<file path="src/rtl/dhp_pkg.sv">
// Shared constants for the display host register port.
package dhp_pkg;

  // Interface-family strap pattern that enables the register-content port
  localparam logic [1:0] FAMILY_REG_CONTENT = 2'h1;

  // Bus-format strap codes
  localparam logic [2:0] FMT_16 = 3'h0;
  localparam logic [2:0] FMT_16P2 = 3'h1;
  localparam logic [2:0] FMT_18 = 3'h2;
  localparam logic [2:0] FMT_8X3 = 3'h3;
  localparam logic [1:0] FMT_SERIAL_HI = 2'h3;

  // Serial start byte: upper five identification bits
  localparam logic [4:0] SERIAL_ID_HIGH = 5'h0e;

  // Index that addresses the frame memory
  localparam logic [7:0] MEM_INDEX_DEFAULT = 8'h22;

  // Widths and depths
  localparam int PIX_W = 18;
  localparam int CMD_W = 16;
  localparam int IDX_W = 8;
  localparam int FIFO_DEPTH = 4;

  // APB register map (byte addresses)
  localparam logic [7:0] ADDR_CTRL = 8'h00;
  localparam logic [7:0] ADDR_STATUS = 8'h04;
  localparam logic [7:0] ADDR_READ_LATCH = 8'h08;

  // Field positions and reset values
  localparam int CTRL_VIDEO_BIT = 0;
  localparam int ST_OVERRUN_BIT = 15;
  localparam logic CTRL_VIDEO_RESET = 1'b0;

  // Serial receiver states
  typedef enum logic [2:0] {
    SER_START = 3'b001,
    SER_DATA = 3'b010,
    SER_SKIP = 3'b100
  } dhp_ser_e;

endpackage

</file>
<file path="src/rtl/dhp_sync.sv">
// Three-stage pin synchroniser with agreement filter.
`timescale 1ns/1ps
`default_nettype none
module dhp_sync #(
  parameter int W = 1,
  parameter logic [W-1:0] INIT = '0
) (
  // Clock and reset
  input wire logic clock,
  input wire logic srst,
  // Pins in, filtered levels out
  input wire logic [W-1:0] pinRaw,
  output logic [W-1:0] pinNow
);
  logic [W-1:0] stage1;
  logic [W-1:0] stage2;
  logic [W-1:0] stage3;

  always_ff @(posedge clock)
  begin
    if (srst)
    begin
      stage1 <= INIT;
      stage2 <= INIT;
      stage3 <= INIT;
    end
    else
    begin
      stage1 <= pinRaw;
      stage2 <= stage1;
      stage3 <= stage2;
    end
  end

  // A bit only moves once the last two stages agree
  for (genvar i = 0; i < W; i++)
  begin : g_bit
    always_ff @(posedge clock)
    begin
      if (srst)
        pinNow[i] <= INIT[i];
      else if (stage2[i] == stage3[i])
        pinNow[i] <= stage3[i];
    end
  end
endmodule // dhp_sync
`default_nettype wire

</file>
<file path="src/rtl/dhp_fifo.sv">
// Small synchronous FIFO with valid/ready on both sides.
`timescale 1ns/1ps
`default_nettype none
module dhp_fifo #(
  parameter int WIDTH = 18,
  parameter int DEPTH = 4
) (
  // Clock and reset
  input wire logic clock,
  input wire logic srst,
  // Fill side
  input wire logic inValid,
  input wire logic [WIDTH-1:0] inData,
  output logic inReady,
  // Drain side
  output logic outValid,
  output logic [WIDTH-1:0] outData,
  input wire logic outReady
);
  localparam int AW = (DEPTH > 1) ? $clog2(DEPTH) : 1;
  localparam logic [AW:0] FULL_COUNT = (AW + 1)'(DEPTH);
  localparam logic [AW-1:0] LAST_PTR = AW'(DEPTH - 1);

  logic [WIDTH-1:0] store [DEPTH];
  logic [AW-1:0] wrPtr;
  logic [AW-1:0] rdPtr;
  logic [AW:0] count;
  logic [AW:0] next_count;
  logic push;
  logic pop;

  assign push = inValid & inReady;
  assign pop = outValid & outReady;
  assign outData = store[rdPtr];

  always_comb
  begin
    next_count = count;
    if (push && !pop)
      next_count = count + 1'b1;
    else if (pop && !push)
      next_count = count - 1'b1;
  end

  always_ff @(posedge clock)
  begin
    if (push)
      store[wrPtr] <= inData;
  end

  always_ff @(posedge clock)
  begin
    if (srst)
    begin
      wrPtr <= '0;
      rdPtr <= '0;
      count <= '0;
      inReady <= 1'b0;
      outValid <= 1'b0;
    end
    else
    begin
      if (push)
        wrPtr <= (wrPtr == LAST_PTR) ? '0 : wrPtr + 1'b1;
      if (pop)
        rdPtr <= (rdPtr == LAST_PTR) ? '0 : rdPtr + 1'b1;
      count <= next_count;
      inReady <= next_count != FULL_COUNT;
      outValid <= next_count != '0;
    end
  end
endmodule // dhp_fifo
`default_nettype wire

</file>
<file path="src/rtl/dhp_host_port.sv">
// Host-side register and frame-memory port of a TFT display driver.
// Operation
// Interface-family straps 0,1 select the register-content port; other patterns idle it.
// With video enable set, host pixel data is dropped; registers still go through.
// Only register-content registers are reachable here; command-parameter group stays apart.
// Host port takes 18, 16, 8-bit parallel in both strobe styles, or serial.
// Host transfers count only while chip select is low.
// Register-or-data select picks index path or register/memory path.
// Bus-format straps choose bus width and transfer format.
// A write with select 0 loads the index pointer.
// A write with select 1 goes where the index pointer points.
// Two 18-bit latches stage frame-memory writes and reads.
// Write latch empties into frame memory without host action.
// Reads return the read latch, so the first read is stale.
// With chip select high, strobes change no index, latch or register.
// Strobe-style strap: 0 write/read strobes, 1 enable with direction line.
// Format 000 16-bit, 001 16+2, 010 18-bit, 011 three bytes, 11x serial.
// 8080 style: write strobe low writes, read strobe low reads, select splits target.
//
// Our own choices: the register addresses and the APB register port.
`timescale 1ns/1ps
`default_nettype none
module dhp_host_port #(
  parameter logic [7:0] MEM_INDEX = dhp_pkg::MEM_INDEX_DEFAULT,
  parameter int FIFO_DEPTH = dhp_pkg::FIFO_DEPTH
) (
  // Clock and reset
  input wire logic clock,
  input wire logic srst,
  // APB slave
  input wire logic psel,
  input wire logic penable,
  input wire logic pwrite,
  input wire logic [7:0] paddr,
  input wire logic [31:0] pwdata,
  output logic [31:0] prdata,
  output logic pready,
  output logic pslverr,
  // Host bus pins
  input wire logic chipSelectN,
  input wire logic regOrDataSelect,
  input wire logic writeOrEnableStrobe,
  input wire logic readOrDirectionStrobe,
  input wire logic [17:0] hostDataIn,
  output logic [17:0] hostDataOut,
  output logic hostDataOe,
  input wire logic serialDataIn,
  // Straps
  input wire logic [1:0] interfaceFamilyStraps,
  input wire logic [2:0] busFormatStraps,
  input wire logic strobeStyleSelect,
  // Control register side
  output logic regWrValid,
  output logic [7:0] regWrIndex,
  output logic [15:0] regWrData,
  input wire logic [15:0] regRdData,
  // Frame memory side
  output logic memWrValid,
  output logic [17:0] memWrData,
  input wire logic memWrReady,
  output logic memRdReq,
  input wire logic [17:0] memRdData,
  input wire logic memRdValid
);
  localparam int SW = 29;
  localparam logic [SW-1:0] SYNC_INIT = {1'b1, 1'b0, 2'h3, 25'h0000000};

  logic [SW-1:0] pinRaw;
  logic [SW-1:0] pinNow;
  logic csN;
  logic sel;
  logic wrs;
  logic rds;
  logic [17:0] din;
  logic sdi;
  logic [1:0] fam;
  logic [2:0] fmt;
  logic style;
  logic famActive;
  logic serialMode;
  logic parMode;
  logic wrActive;
  logic rdActive;
  logic wrPrev;
  logic rdPrev;
  logic sclPrev;
  logic wrEnd;
  logic rdStart;
  logic rdEnd;
  logic sclRise;
  dhp_pkg::dhp_ser_e serState;
  logic [2:0] serBitCnt;
  logic [6:0] serShift;
  logic serRs;
  logic [7:0] newByte;
  logic serByteDone;
  logic pieceValid;
  logic pieceRs;
  logic [17:0] pieceData;
  logic [1:0] pieceCnt;
  logic [17:0] accum;
  logic [17:0] next_accum;
  logic lastPiece;
  logic [17:0] pixel;
  logic [15:0] regData;
  logic [7:0] indexPtr;
  logic memTarget;
  logic dataTake;
  logic pixelLoad;
  logic [17:0] wrLatch;
  logic wrLatchFull;
  logic [17:0] readLatch;
  logic [17:0] readWord;
  logic [17:0] hostStatus;
  logic fifoInReady;
  logic latchPush;
  logic overrun;
  logic videoPortEnable;
  logic memRdPending;
  logic apbWrite;

  assign pinRaw = {chipSelectN, regOrDataSelect, writeOrEnableStrobe, readOrDirectionStrobe,
                   hostDataIn, serialDataIn, interfaceFamilyStraps, busFormatStraps, strobeStyleSelect};

  dhp_sync #(.W(SW), .INIT(SYNC_INIT)) u_sync (
    .clock(clock),
    .srst(srst),
    .pinRaw(pinRaw),
    .pinNow(pinNow)
  );

  assign csN = pinNow[28];
  assign sel = pinNow[27];
  assign wrs = pinNow[26];
  assign rds = pinNow[25];
  assign din = pinNow[24:7];
  assign sdi = pinNow[6];
  assign fam = pinNow[5:4];
  assign fmt = pinNow[3:1];
  assign style = pinNow[0];

  assign famActive = fam == dhp_pkg::FAMILY_REG_CONTENT;
  assign serialMode = fmt[2:1] == dhp_pkg::FMT_SERIAL_HI;
  assign parMode = famActive & ~serialMode & ~csN;
  // 8080: active-low strobes; 6800: enable high qualified by direction
  assign wrActive = style ? (wrs & ~rds) : ~wrs;
  assign rdActive = style ? (wrs & rds) : ~rds;
  // Data is taken as the write strobe ends so setup on the pins is met
  assign wrEnd = parMode & wrPrev & ~wrActive;
  assign rdStart = parMode & ~rdPrev & rdActive;
  assign rdEnd = parMode & rdPrev & ~rdActive;
  // In serial mode the select pin carries the shift clock
  assign sclRise = famActive & serialMode & ~csN & ~sclPrev & sel;
  assign newByte = {serShift, sdi};
  assign serByteDone = sclRise && serBitCnt == 3'h7;

  always_ff @(posedge clock)
  begin
    if (srst)
    begin
      wrPrev <= 1'b0;
      rdPrev <= 1'b0;
      sclPrev <= 1'b0;
    end
    else
    begin
      wrPrev <= wrActive;
      rdPrev <= rdActive;
      sclPrev <= sel;
    end
  end

  // Serial receiver: start byte, then write bytes; serial reads are skipped
  always_ff @(posedge clock)
  begin
    if (srst || csN)
    begin
      serState <= dhp_pkg::SER_START;
      serBitCnt <= 3'h0;
      serShift <= 7'h00;
      serRs <= 1'b0;
    end
    else if (sclRise)
    begin
      serShift <= newByte[6:0];
      serBitCnt <= serBitCnt + 3'h1;
      if (serBitCnt == 3'h7)
      begin
        case (serState)
          dhp_pkg::SER_START:
          begin
            serRs <= newByte[1];
            if (newByte[7:2] == {dhp_pkg::SERIAL_ID_HIGH, fmt[0]} && !newByte[0])
              serState <= dhp_pkg::SER_DATA;
            else
              serState <= dhp_pkg::SER_SKIP;
          end
          dhp_pkg::SER_DATA: serState <= dhp_pkg::SER_DATA;
          dhp_pkg::SER_SKIP: serState <= dhp_pkg::SER_SKIP;
          default: serState <= dhp_pkg::SER_SKIP;
        endcase
      end
    end
  end

  // One write piece from either the parallel or the serial side
  always_comb
  begin
    pieceValid = 1'b0;
    pieceRs = 1'b0;
    pieceData = 18'h00000;
    if (wrEnd)
    begin
      pieceValid = 1'b1;
      pieceRs = sel;
      pieceData = din;
    end
    else if (serByteDone && serState == dhp_pkg::SER_DATA)
    begin
      pieceValid = 1'b1;
      pieceRs = serRs;
      pieceData = {10'h000, newByte};
    end
  end

  assign memTarget = indexPtr == MEM_INDEX;

  // Pixel and command assembly per bus format
  always_comb
  begin
    next_accum = accum;
    lastPiece = 1'b1;
    if (serialMode)
    begin
      next_accum = {accum[9:0], pieceData[7:0]};
      lastPiece = pieceCnt == 2'h1;
    end
    else
    begin
      case (fmt)
        dhp_pkg::FMT_16P2:
        begin
          if (pieceCnt == 2'h0)
          begin
            next_accum = {pieceData[15:0], 2'h0};
            lastPiece = !memTarget;
          end
          else
            next_accum = {accum[17:2], pieceData[1:0]};
        end
        dhp_pkg::FMT_8X3:
        begin
          next_accum = {accum[11:0], pieceData[7:2]};
          lastPiece = !memTarget || pieceCnt == 2'h2;
        end
        default: next_accum = pieceData;
      endcase
    end
  end

  // 16-bit words widen to 18 bits by repeating the top bit of red and blue
  assign pixel = (serialMode || fmt == dhp_pkg::FMT_16)
    ? {next_accum[15:11], next_accum[15], next_accum[10:5], next_accum[4:0], next_accum[4]}
    : next_accum;
  assign regData = serialMode ? next_accum[15:0] : pieceData[15:0];
  // Display data comes from the video port while it is enabled
  assign dataTake = pieceValid & pieceRs & ~(memTarget & videoPortEnable);
  assign pixelLoad = dataTake & lastPiece & memTarget;

  always_ff @(posedge clock)
  begin
    if (srst)
    begin
      indexPtr <= 8'h00;
      pieceCnt <= 2'h0;
      accum <= 18'h00000;
    end
    else if (pieceValid && !pieceRs)
    begin
      indexPtr <= pieceData[7:0];
      pieceCnt <= 2'h0;
    end
    else if (dataTake)
    begin
      accum <= next_accum;
      pieceCnt <= lastPiece ? 2'h0 : pieceCnt + 2'h1;
    end
  end

  always_ff @(posedge clock)
  begin
    if (srst)
    begin
      regWrValid <= 1'b0;
      regWrIndex <= 8'h00;
      regWrData <= 16'h0000;
    end
    else
    begin
      regWrValid <= dataTake & lastPiece & ~memTarget;
      if (dataTake && lastPiece && !memTarget)
      begin
        regWrIndex <= indexPtr;
        regWrData <= regData;
      end
    end
  end

  // Write latch drains into the FIFO on its own
  assign latchPush = wrLatchFull & fifoInReady;

  always_ff @(posedge clock)
  begin
    if (srst)
    begin
      wrLatch <= 18'h00000;
      wrLatchFull <= 1'b0;
    end
    else if (pixelLoad)
    begin
      wrLatch <= pixel;
      wrLatchFull <= 1'b1;
    end
    else if (latchPush)
      wrLatchFull <= 1'b0;
  end

  dhp_fifo #(.WIDTH(dhp_pkg::PIX_W), .DEPTH(FIFO_DEPTH)) u_fifo (
    .clock(clock),
    .srst(srst),
    .inValid(wrLatchFull),
    .inData(wrLatch),
    .inReady(fifoInReady),
    .outValid(memWrValid),
    .outData(memWrData),
    .outReady(memWrReady)
  );

  // Read path: the host sees the previous fetch, then a new fetch starts
  assign readWord = (fmt == dhp_pkg::FMT_18)
    ? readLatch
    : {2'h0, readLatch[17:13], readLatch[11:6], readLatch[5:1]};
  assign hostStatus = {8'h00, wrLatchFull, overrun, indexPtr};

  always_ff @(posedge clock)
  begin
    if (srst)
    begin
      readLatch <= 18'h00000;
      memRdReq <= 1'b0;
      memRdPending <= 1'b0;
    end
    else
    begin
      if (memRdValid)
        readLatch <= memRdData;
      memRdReq <= rdEnd & sel & memTarget & ~memRdPending;
      if (rdEnd && sel && memTarget)
        memRdPending <= 1'b1;
      else if (memRdValid)
        memRdPending <= 1'b0;
    end
  end

  always_ff @(posedge clock)
  begin
    if (srst)
    begin
      hostDataOut <= 18'h00000;
      hostDataOe <= 1'b0;
    end
    else
    begin
      hostDataOe <= parMode & rdActive;
      if (rdStart)
      begin
        if (!sel)
          hostDataOut <= hostStatus;
        else if (memTarget)
          hostDataOut <= readWord;
        else
          hostDataOut <= {2'h0, regRdData};
      end
    end
  end

  // APB slave: zero wait states, unmapped addresses answer with an error
  assign apbWrite = psel & penable & pready & pwrite;

  always_ff @(posedge clock)
  begin
    if (srst)
    begin
      pready <= 1'b0;
      pslverr <= 1'b0;
      prdata <= 32'h00000000;
    end
    else
    begin
      pready <= psel & ~penable;
      if (psel && !penable)
      begin
        pslverr <= 1'b0;
        case (paddr)
          dhp_pkg::ADDR_CTRL: prdata <= {31'h00000000, videoPortEnable};
          dhp_pkg::ADDR_STATUS:
            prdata <= {14'h0000, serialMode, wrLatchFull, overrun, famActive, style, fmt, fam, indexPtr};
          dhp_pkg::ADDR_READ_LATCH: prdata <= {14'h0000, readLatch};
          default:
          begin
            prdata <= 32'h00000000;
            pslverr <= 1'b1;
          end
        endcase
      end
    end
  end

  always_ff @(posedge clock)
  begin
    if (srst)
      videoPortEnable <= dhp_pkg::CTRL_VIDEO_RESET;
    else if (apbWrite && paddr == dhp_pkg::ADDR_CTRL)
      videoPortEnable <= pwdata[dhp_pkg::CTRL_VIDEO_BIT];
  end

  // A new overrun in the clearing cycle keeps the flag set
  always_ff @(posedge clock)
  begin
    if (srst)
      overrun <= 1'b0;
    else if (pixelLoad && wrLatchFull && !latchPush)
      overrun <= 1'b1;
    else if (apbWrite && paddr == dhp_pkg::ADDR_STATUS && pwdata[dhp_pkg::ST_OVERRUN_BIT])
      overrun <= 1'b0;
  end

  a_family_gate: assert property (@(posedge clock) disable iff (srst)
    regWrValid |-> $past(famActive))
    else $error("register write while family straps deselect the port");

  a_cp_isolated: assert property (@(posedge clock) disable iff (srst)
    !famActive |=> $stable(indexPtr))
    else $error("index moved while another interface family is selected");

  a_video_block: assert property (@(posedge clock) disable iff (srst)
    (wrEnd && sel && memTarget && videoPortEnable) |=> ($stable(wrLatch) && !$rose(wrLatchFull)))
    else $error("host pixel taken while video port enabled");

  a_cs_gate: assert property (@(posedge clock) disable iff (srst)
    csN |=> ($stable(indexPtr) && !regWrValid && $stable(wrLatch) && !memRdReq))
    else $error("state changed with chip select high");

  a_index_load: assert property (@(posedge clock) disable iff (srst)
    (wrEnd && !sel) |=> indexPtr == $past(din[7:0]))
    else $error("index pointer not loaded from select-0 write");

  a_reg_route: assert property (@(posedge clock) disable iff (srst)
    regWrValid |-> (regWrIndex == indexPtr && regWrIndex != MEM_INDEX))
    else $error("register write not aimed at stored index");

  a_latch_drain: assert property (@(posedge clock) disable iff (srst)
    (wrLatchFull && fifoInReady && !pixelLoad) |=> !wrLatchFull)
    else $error("write latch did not drain into memory path");

  a_read_stale: assert property (@(posedge clock) disable iff (srst)
    (rdStart && sel && memTarget && !memRdValid) |=> hostDataOut == $past(readWord))
    else $error("memory read did not return the read latch");

  a_strobe_style: assert property (@(posedge clock) disable iff (srst)
    hostDataOe |-> $past(style ? (wrs && rds) : !rds))
    else $error("data driven outside the read strobe of the chosen style");

  a_format_18: assert property (@(posedge clock) disable iff (srst)
    (wrEnd && sel && memTarget && !videoPortEnable && fmt == dhp_pkg::FMT_18) |=> wrLatch == $past(din))
    else $error("18-bit collective pixel not captured whole");

endmodule // dhp_host_port
`default_nettype wire

</file>
<file path="config.mk">
export PLATFORM = sky130hd
export DESIGN_NAME = dhp_host_port
export DESIGN_NICKNAME = d
export VERILOG_FILES = /design/src/rtl/dhp_pkg.sv /design/src/rtl/dhp_sync.sv /design/src/rtl/dhp_fifo.sv /design/src/rtl/dhp_host_port.sv
export SDC_FILE = /design/constraint.sdc
export NUM_CORES = 1
export LEC_CHECK = 0
export BUFFER_PORTS_ARGS = -buffer_cell sky130_fd_sc_hd__buf_2
export CAP_MARGIN = 20
export CORE_UTILIZATION = 25
export DETAILED_ROUTE_END_ITERATION = 12
export PLACE_DENSITY = 0.49
export SETUP_SLACK_MARGIN = 0.4
export SYNTH_ARGS = -nofsm -noshare
export SYNTH_HDL_FRONTEND = slang
export SYNTH_SLANG_ARGS = --single-unit
</file>
<file path="constraint.sdc">
create_clock -name clock -period 2.7 [get_ports clock]
set_input_delay 0.81 -clock clock [delete_from_list [all_inputs] [get_ports clock]]
set_output_delay 0.81 -clock clock [all_outputs]
set_load 0.02 [all_outputs]
</file>
-- Yosys cells after proc, flatten, opt, wreduce, memory -nomap -nowiden
Memory sizes are Yosys's and may differ from the RTL's. A register that Yosys moved wholly into a read port is not among the register bits.
Index checks and enable logic that the tools add are counted.
Widths: inputs -> output; s select.
- memory bits (writable): 72
- memories: 1
- register bits: 289
- output and inout port bits: 98
- memory list (name ; words ; width ; rd ports ; clocked after memory_dff ; write ports ; line ; RTL):
    u_fifo.store ; 4 ; 18 ; 1 ; 1 ; 1 ; dhp_fifo.sv:24 ; logic [WIDTH-1:0] store [DEPTH];
- bitwise gates (word level): 43
- add/sub/neg operators: 6
- mux-type cells: 38
- reductions and logical operators: 37
- equal/unequal tests: 46
- operator list (cell ; count):
    $mux 18 ; 7
    $pmux 18 s3 ; 1
    $pmux 18 s2 ; 1
    $and 1x1->1 ; 30
    $eq 1x1->1 ; 29
    $mux 1 ; 17
    $logic_and 1x1->1 ; 16
    $mux 16 ; 1
    $not 1->1 ; 13
    $mux 2 ; 5
    $eq 3x2->1 const B ; 3
    $mux 3 ; 3
    $eq 2x2->1 const B ; 4
    $eq 8x3->1 const B ; 1
    $eq 8x4->1 const B ; 1
    $eq 8x6->1 const B ; 1
    $logic_not 8->1 ; 1
    $mux 8 ; 1
    $add 2x1->2 const B ; 3
    $add 3x1->3 const B ; 2
    $eq 3x1->1 const B ; 2
    $eq 6x5->1 ; 1
    $logic_not 1->1 ; 6
    $pmux 3 s2 ; 1
    other kinds (14) ; 20

-- Depth between registers and ports, before layout
Gate-level depths: netlist (run 1).
- depth in word-level cells: 16
- depth in mapped cells: 10
- depth with buffers taken out: 8

-- Modules after synthesis
From an unflattened synthesis (run 1), not the netlist that was laid out.
- cells, all modules: 1334
- area, all modules: 13845.8 µm²
- by module, submodules not included (module ; times used ; area each (µm²) ; cells an instance):
    dhp_host_port ; 1 ; 7241.9 ; 870
    dhp_sync ; 1 ; 3407.0 ; 303
    dhp_fifo ; 1 ; 3196.8 ; 161

-- Least setup slack after synthesis (run 1)
OpenSTA, ideal clock, no wires.
- path kind: reg-to-output
- start point: register (tool-made name)
- end point: output memWrData[10]
- cell stages (with the launch flop): 4
- slack: -67 ps
- path buffers: 2
- data arrival time: 1957 ps
- path through: dfxtp_1 clkbuf_1 buf_1 mux4_2
- RTL lines (item ; line ; RTL):
    end: declaration ; dhp_host_port.sv:59 ; output logic [17:0] memWrData,

==> flow_summary.ini, run 1 <==
[run_status]
outcome = finished, final reports clean

[drt]
ant_nets = 0
num_vias = 10700
drcViolationCount = 0
wl_per_cell_um = 17.5
vias_per_cell = 4.69
totalWireLength_um = 39700
drt_iter0_drc = 655
dr.pass1.iters = 5

[final_layout]
design_area_mm2 = 0.0185
n_antenna_cell = 0
final_nets = 1669
syn_to_final_growth_pct = 35.7
n_fill_cell = 5369
multi_input_area_mm2 = 0.00640
seqCellArea_mm2 = 0.00772
fin_util_pct = 34.4
drive_above_1_share_pct = 32.6

[floorplanning]
start_util_pct = 25.3
die_area_mm2 = 0.0556
rows = 85
fp.dieH_um = 236
chipWidth_um = 236
coreArea_mm2 = 0.0539
pin_count = 208

[power_and_ir_drop]
switching_share_pct = 22.6
internal_power_mw = 8.90
ir_worst_vdd_uv = 334
pwr-share-clk_pct = 45.8
p_switching_mw = 2.60
power_density_mw_per_mm2 = 620
combPwrFrac_pct = 6.4
p_leak_nw = 6.93
pwr-share-seq_pct = 47.8

[place]
port_buffers = 163
dpl.hpwl_um = 25600
routabilityCongestion = 0.842
placed_area_mm2 = 0.0155
place_ws_ns = 0.0927

[grt]
grt-ovfl-total = 0
grt_usage_pct = 13.4
grt_max_degree = 63
grt_pass1_vias = 10000
grt_pass1_wl_um = 58300
grt_antenna_before_repair = 0

[setup_path]
slowest_stage = mux4_2
worstPathMaxFanout = 4
required_ns = 1.89
critPathCaptureType = output port
r2r-start = u_sync.pinNow[28]$_SDFFE_PP1N_
ff2ff_path_depth = 11
criticalPathCategory = flip-flop to output port
startpoint_type = flip-flop
crit_path_max_incr_delay_ns = 0.52
cpLargestDelayFamily = multiplexers
cp.arrival_ns = 1.79
critical_path.reg2reg.endpoint = wrLatch[9]$_SDFFE_PP0P_
crit_path_cell_trace = clkbuf_16 -> mux4_2 -> buf_6
path_buf_inv = 2
reg2reg_slack_ns = 0.26

[min_path]
min-delay-start = memRdPending$_SDFFE_PP0P_
min_path_cells = 1
min_path_type = flip-flop to flip-flop
min_to = memRdReq$_SDFF_PP0_

[synthesis]
synth.most_common_cell = dfxtp_1
synth.area.top_cells = dfxtp_1, edfxtp_1, mux2i_1
synthArstFlopShare_pct = 0
syn_area_per_cell_um2 = 10.4
synthFlopType = dfxtp_1
yosysTopAreaCellShare_pct = 40.6
synth_top_area_cell = dfxtp_1
ys_ff_latch = 349
ys_seq_area_share_pct = 56.4
netlist_area_mm2 = 0.0137
synthTopCellsByCount = dfxtp_1, nor2_1, nand2_1
ys_warn_count = 0
yosysUniqueCellTypes = 65
synthCells = 1317
synth_edf_count = 72

[timing]
max_clock_freq_mhz = 384
relSlewSlack_pct = 49.0
rsz0062_at_grt = yes
timing.final.crit_share_pct = 96.4
hold_viol = 0
setup_ws_ns = 0.0965
drv_slew = 0
fin_skew_ns = 0.0174
setup_viol = 0
setup_tns_ns = 0
fin_crit_ns = 2.60
hold_slack_ns = 0.413
tightest_slew_ns = 0.764

[clocking]
cts_max_level = 2
cts_buffers = 40
cts_tree = built
clk_pin_slew_ns = 0.06
cts.sinks = 349
insertion_delay_ns = 0.55
cts_root_buf = clkbuf_16
cts_max_path_buffers = 3
cts_hold_buf = 0

[flow_run]
cap_violations = 0
-- timing repair --
action | in CTS | in global routing
buffers inserted | 14 | 26
gates cloned | 5 | 12
resized for setup | 61 | 174
pin swaps | 19 | 66
endpoints found under the setup margin | 91 | 84
-- power by group through the flow --
stage          Sequential (mW)  Combinational [mW]  Clock, mW
5_1_grt                   5.51               0.806       5.66
3_3_place_gp              5.60               0.661          0
6_report                  5.50               0.737       5.26
3_5_place_dp              5.60               0.672          0
2_1_floorplan             5.58               0.469          0
4_1_cts                   5.50               0.700       5.42
-- layer usage --
layer / vias to the layer above / track usage, % / wire length (um)
li1: 5160 / - / -
met1: 5161 / 17.3 / 17500
met2: 256 / 22.1 / 19100
met3: 73 / 2.91 / 1840
met4: 0 / 4.63 / 1290
met5: - / 0 / 0
-- stage by stage --
stage	std cells	power, mW
3_5_place_dp	2144	6.27
6_report	2271	11.5
2_1_floorplan	1330	6.04
3_3_place_gp	2144	6.26
4_1_cts	2233	11.6
5_1_grt	2271	12.0
-- registers in the layout, indices dropped and copies added, names as in the netlist, 29 cells and up, named ones only --
register / flops
u_sync.stage3: 29
u_sync.stage2: 29
u_sync.pinNow: 29
u_fifo.store: 72
u_sync.stage1: 29
-- how the worst max path moves through the flow --
stage / to / cells past startpoint / slack [ns] / from
final: memWrData[3] / 3 / 0.1 / flip-flop
after global routing: memWrData[16] / 3 / 0.04 / flip-flop
after CTS: memWrData[1] / 3 / 0.04 / flip-flop
after detailed placement: wrLatch[1]$_SDFFE_PP0P_ / 8 / 0.09 / u_sync.pinNow[28]$_SDFFE_PP1N_
after global placement: wrLatch[0]$_SDFFE_PP0P_ / 8 / 0.14 / u_sync.pinNow[28]$_SDFFE_PP1N_
after floorplan: regWrData[9]$_SDFFE_PP0P_ / 9 / 0.39 / u_sync.pinNow[28]$_SDFFE_PP1N_
-- logic make-up after synthesis --
logic type               count (synthesis)  share of synthesized area, %
adder cells (fa/ha/maj)                 12                          1.10
multiplexers                            79                          7.44
AND/OR/NAND/NOR                        471                          17.0
AO/OA/AOI/OAI                          283                          14.0
flip-flops                             349                          56.4
other                                    1                        0.0275
buffers and inverters                  119                          3.84
XOR/XNOR                                 3                         0.192
-- cells in the final DEF, fill, tap and decap left out, drive strengths merged, types with 3 or more instances in the layout --
| cell type | n |
|---|---|
| dfxtp | 277 |
| buf | 270 |
| nor2 | 154 |
| nand2 | 105 |
| nor2b | 81 |
| edfxtp | 72 |
| a21oi | 66 |
| clkbuf | 63 |
| mux2i | 61 |
| o21ai | 56 |
| nor3 | 41 |
| a211oi | 36 |
| a22oi | 27 |
| a22o | 22 |
| mux4 | 18 |
| nand2b | 17 |
| inv | 16 |
| nand3 | 16 |
| conb | 14 |
| o22ai | 13 |
| ha | 12 |
| a32oi | 12 |
| or2 | 10 |
| clkinv | 9 |
| a311oi | 8 |
| o32ai | 8 |
| nor3b | 7 |
| o211ai | 6 |
| and3 | 6 |
| nor4 | 6 |
| or3 | 6 |
| a221oi | 6 |
| o21bai | 5 |
| a31oi | 5 |
| or3b | 5 |
| and2 | 4 |
| a21o | 4 |
| nor4b | 3 |
| o221ai | 3 |
-- cell type report --
cell class              instances  share of cell area (%)
flip-flops and latches        349                    41.7
clock buffers                  56                    6.16
repair buffers                277                    12.0
inverters                      15                   0.304
well taps                     696                    4.70
multi-input cells             864                    34.5
clock inverters                14                   0.682
(Power assumes the default switching activity.)
==> inputs of run 2 (changes only) <==
--- a/config.mk
+++ b/config.mk
@@ -10,7 +10,6 @@
 export CORE_UTILIZATION = 25
 export DETAILED_ROUTE_END_ITERATION = 12
 export PLACE_DENSITY = 0.49
-export SETUP_SLACK_MARGIN = 0.4
 export SYNTH_ARGS = -nofsm -noshare
 export SYNTH_HDL_FRONTEND = slang
 export SYNTH_SLANG_ARGS = --single-unit
==> flow_summary.ini, run 2 (synthesis results as in run 1) <==
[drt]
drt_iter0_drc = 537
vias_per_cell = 4.58
num_vias = 10200
ant_nets = 0
dr.pass1.iters = 4
wl_per_cell_um = 16.4
totalWireLength_um = 36500
drcViolationCount = 0

[timing]
max_clock_freq_mhz = 385
relSlewSlack_pct = 53.0
hold_viol = 0
tightest_slew_ns = 0.705
setup_tns_ns = 0
fin_skew_ns = 0.0179
hold_slack_ns = 0.414
setup_viol = 0
timing.final.crit_share_pct = 96.2
drv_slew = 0
fin_crit_ns = 2.60

[final_layout]
syn_to_final_growth_pct = 24.2
regMostFlops = u_fifo.store
n_fill_cell = 5495
design_area_mm2 = 0.0170
largest_register_ffs = 72
n_antenna_cell = 0
multi_input_area_mm2 = 0.00558
seqCellArea_mm2 = 0.00771
layout_common_cells = dfxtp_1, buf_2, nor2_1
drive_above_1_share_pct = 22.7
final_common_cell = dfxtp_1
final_nets = 1620

[power_and_ir_drop]
power_density_mw_per_mm2 = 680
p_leak_nw = 6.29
finalPower_mw = 11.5
ir_worst_vdd_uv = 350

[grt]
grt_usage_pct = 13.0
grt-ovfl-total = 0
grt_antenna_before_repair = 0
met1_usage_pct = 16.8
grt_max_degree = 62
grt_pass1_wl_um = 56400
grt_pass1_vias = 9734
use_met3_pct = 2.73
met2_usage_pct = 20.8
top_usage_layer = met2

[floorplanning]
chipWidth_um = 236
coreArea_mm2 = 0.0539
rows = 85
die_area_mm2 = 0.0556
pin_count = 208
fp.dieH_um = 236
start_util_pct = 25.3

[place]
routabilityCongestion = 0.830
dpl.hpwl_um = 25700
port_buffers = 163
placed_area_mm2 = 0.0155

[min_path]
min-delay-start = u_sync.stage1[28]$_SDFF_PP1_
min_path_cells = 1
min_path_type = flip-flop to flip-flop
min_to = u_sync.stage2[28]$_SDFF_PP1_

[setup_path]
reg2reg_slack_ns = 0.13
required_ns = 1.89
cp.arrival_ns = 1.79
ff2ff_path_depth = 7
startpoint_type = flip-flop
r2r-start = u_sync.pinNow[5]$_SDFFE_PP0N_
critical_path.reg2reg.endpoint = regWrData[9]$_SDFFE_PP0P_
criticalPathCategory = flip-flop to output port
worstPathMaxFanout = 9
critPathCaptureType = output port

[clocking]
cts_buffers = 40
cts_max_path_buffers = 3
clk_pin_slew_ns = 0.06
cts-resized-gates = 0
cts_hold_buf = 0
cts_setup_buffers = 0
insertion_delay_ns = 0.55
cts_max_level = 2
cts_root_buf = clkbuf_16
cts.sinks = 349
cts_tree = built

[run_status]
outcome = finished, final reports clean

[flow_run]
cap_violations = 0
run 2: cell types whose count changed in the layout (fill, tap and decap cells not counted), sizes merged:
cell and change:
clkbuf -1, or3 -1, a21o -1, buf -42, clkinv -4, clkinvlp -1
inv +1
run 2: routing by layer:
| layer | vias up | part of all wire (%) |
|---|---|---|
| met3 | 68 | 4.0 |
| met1 | 4869 | 45 |
| li1 | 5047 | - |
| met5 | - | 0 |
| met2 | 191 | 47 |
| met4 | 0 | 3.7 |
run 2: cell type report:
type	count	area share, %
Sequential cell	349	45.4
Multi-Input combinational cell	862	32.9
Timing Repair Buffer	230	8.44
Clock buffer	60	7.12
Tap cell	696	5.13
Clock inverter	10	0.656
Inverter	15	0.332
run 2: how the worst max path moves through the flow:
| stage | startpoint | end | slack (ns) | cells after the start |
|---|---|---|---|---|
| finish | flip-flop | memWrData[3] | 0.10 | 3 |
| global route | u_sync.pinNow[28]$_SDFFE_PP1N_ | wrLatch[4]$_SDFFE_PP0P_ | -0.009 | 7 |
| CTS | flip-flop | memWrData[8] | 0.008 | 3 |
| detailed placement | u_sync.pinNow[5]$_SDFFE_PP0N_ | wrLatch[0]$_SDFFE_PP0P_ | 0.10 | 8 |
| global placement | u_sync.pinNow[5]$_SDFFE_PP0N_ | wrLatch[7]$_SDFFE_PP0P_ | 0.12 | 7 |
| floorplan | paddr[5] | prdata[7]$_SDFFE_PP0P_ | 0.15 | 7 |
run 2: worst max-delay path, cell delays in order (launching register included):
cell     delay [ns]
dfxtp_4        0.38
buf_12         0.15
mux4_2         0.52
buf_2          0.18
run 2: through the flow:
step                      util [%]  worst slack (ns)  cells
after global routing          31.5          -0.00902   2222
after detailed placement      28.8             0.102   2151
after global placement        28.8             0.122   2151
after floorplan                  -             0.155   1330
final                         31.5             0.103   2222
after CTS                     31.3           0.00793   2221
run 2: report_power, final:
| part | internal [mW] | switching, mW | total (mW) | leakage [nW] |
|---|---|---|---|---|
| clock network | 3.28 | 2.10 | 5.38 | 0.650 |
| logic | 0.301 | 0.367 | 0.668 | 2.73 |
| registers | 5.41 | 0.0822 | 5.49 | 2.92 |
| total | 8.99 | 2.55 | 11.5 | 6.29 |
==> inputs of run 3 (changes only) <==
--- a/config.mk
+++ b/config.mk
@@ -9,7 +9,7 @@
 export CAP_MARGIN = 20
 export CORE_UTILIZATION = 25
 export DETAILED_ROUTE_END_ITERATION = 12
-export PLACE_DENSITY = 0.49
+export PLACE_DENSITY = 0.48
 export SYNTH_ARGS = -nofsm -noshare
 export SYNTH_HDL_FRONTEND = slang
 export SYNTH_SLANG_ARGS = --single-unit
==> constraint.sdc (replaced) <==
create_clock -name clock -period 2.4 [get_ports clock]
set_input_delay 0.72 -clock clock [delete_from_list [all_inputs] [get_ports clock]]
set_output_delay 0.72 -clock clock [all_outputs]
set_load 0.02 [all_outputs]
==> flow_summary.ini, run 3 (synthesis results as in run 1) <==
[setup_path]
required_ns = 1.68
worstPathMaxFanout = 4
critPathCaptureType = output port
cp.arrival_ns = 1.79
criticalPathCategory = flip-flop to output port
startpoint_type = flip-flop

[floorplanning]
fp.dieH_um = 236
coreArea_mm2 = 0.0539
rows = 85
chipWidth_um = 236
start_util_pct = 25.3
die_area_mm2 = 0.0556
pin_count = 208

[drt]
ant_nets = 0
dr.pass1.iters = 5
totalWireLength_um = 38900
drcViolationCount = 0
wl_per_cell_um = 17.1
num_vias = 10600
vias_per_cell = 4.64
drt_iter0_drc = 578

[timing]
timing.final.crit_share_pct = 105
rsz0062_at_grt = yes
hold_viol = 0
fin_skew_ns = 0.0319
hold_slack_ns = 0.334
relSlewSlack_pct = 55.7
tightest_slew_ns = 0.664
fin_crit_ns = 2.51
setup_ws_ns = -0.112
max_clock_freq_mhz = 398
setup_viol = 33
drv_slew = 0

[clocking]
cts_buffers = 40
cts_tree = built
cts_max_level = 2
cts_max_path_buffers = 3
cts.sinks = 349
insertion_delay_ns = 0.57
cts_root_buf = clkbuf_16
clk_pin_slew_ns = 0.06

[final_layout]
largest_register_ffs = 72
drive_above_1_share_pct = 30.2
syn_to_final_growth_pct = 32.9
final_common_cell = dfxtp_1
fin_cells = 2275
layout_common_cells = dfxtp_1, buf_2, nor2_1
n_antenna_cell = 0
regMostFlops = u_fifo.store
final_nets = 1674

[power_and_ir_drop]
p_leak_nw = 6.87
ir_worst_vdd_uv = 405
finalPower_mw = 13.0
switching_share_pct = 23.0
power_density_mw_per_mm2 = 714
p_switching_mw = 2.99
pwr-share-clk_pct = 45.9
pwr-share-seq_pct = 47.7
combPwrFrac_pct = 6.4
internal_power_mw = 9.98

[place]
dpl.hpwl_um = 26100
place_ws_ns = -0.104
dp.cells = 2182
routabilityCongestion = 0.813
port_buffers = 163

[grt]
grt_max_degree = 67
grt_pass1_wl_um = 57600
grt_pass1_vias = 9959
grt-ovfl-total = 0
grt_antenna_before_repair = 0
grt_usage_pct = 13.2

[run_status]
outcome = finished with violations
violations = negative setup slack

[min_path]
min_path_type = primary input to flip-flop

[flow_run]
cap_violations = 0
-- run 3: cell count changes in the layout (fill, tap and decap cells not counted), sizes merged --
cell	before	now
clkinvlp	1	0
clkinv	5	6
clkbuf	62	66
buf	228	277
-- run 3: final timing paths --
| path | from | end | slack (ns) | cells after the start |
|---|---|---|---|---|
| min reg2reg | u_sync.stage1[25]$_SDFF_PP1_ | u_sync.stage2[25]$_SDFF_PP1_ | 0.41 | 1 |
| min | readOrDirectionStrobe | u_sync.stage1[25]$_SDFF_PP1_ | 0.33 | 2 |
| max reg2reg | u_sync.pinNow[4]$_SDFFE_PP0N_ | regWrData[1]$_SDFFE_PP0P_ | -0.08 | 11 |
| max | flip-flop | memWrData[2] | -0.11 | 3 |
-- run 3: final cells by class --
cell class | instances | area, um^2
Multi-Input combinational cell | 862 | 6070
Sequential cell | 349 | 7710
Clock inverter | 10 | 130
Fill cell | 5424 | 35800
Inverter | 15 | 56.3
Timing Repair Buffer | 284 | 2180
Clock buffer | 59 | 1130
Tap cell | 696 | 871
-- run 3: per-stage QoR --
step / instance area, um^2 / util (%) / TNS (ns)
floorplan: 13700 / - / 0
global placement: 15800 / 29.4 / -0.104
detailed placement: 15800 / 29.4 / -0.534
CTS: 17300 / 32.0 / -2.61
global route: 18200 / 33.7 / -6.88
finish: 18200 / 33.7 / -2.29
-- run 3: critical path, cell delays in order (launching register included) --
cell       delay, ns
dfxtp_4         0.41
clkbuf_16       0.17
mux4_2          0.52
buf_6           0.15
-- run 3: power groups by stage --
stage | sequential (mW) | combinational [mW] | clock, mW
2_1_floorplan | 6.27 | 0.524 | 0
3_3_place_gp | 6.30 | 0.747 | 0
3_5_place_dp | 6.30 | 0.761 | 0
4_1_cts | 6.18 | 0.796 | 6.17
5_1_grt | 6.20 | 0.912 | 6.42
6_report | 6.19 | 0.830 | 5.95
-- run 3: per-layer routing --
layer,part of all wire [%],routed length (um),up-vias,GRT usage (%)
met5,0,0,-,0
met3,4.5,1770,72,2.54
met4,3.1,1210,0,5.21
li1,-,-,5163,-
met1,44,17200,5088,17.5
met2,48,18700,244,21.3
-- run 3: what timing repair did --
action / CTS / global route
pin swaps: 4 / 60
buffers inserted: 3 / 12
resized for setup: 22 / 144
hold buffers: 0 / 0
setup endpoints to repair: 42 / 59
gates cloned: 2 / 9
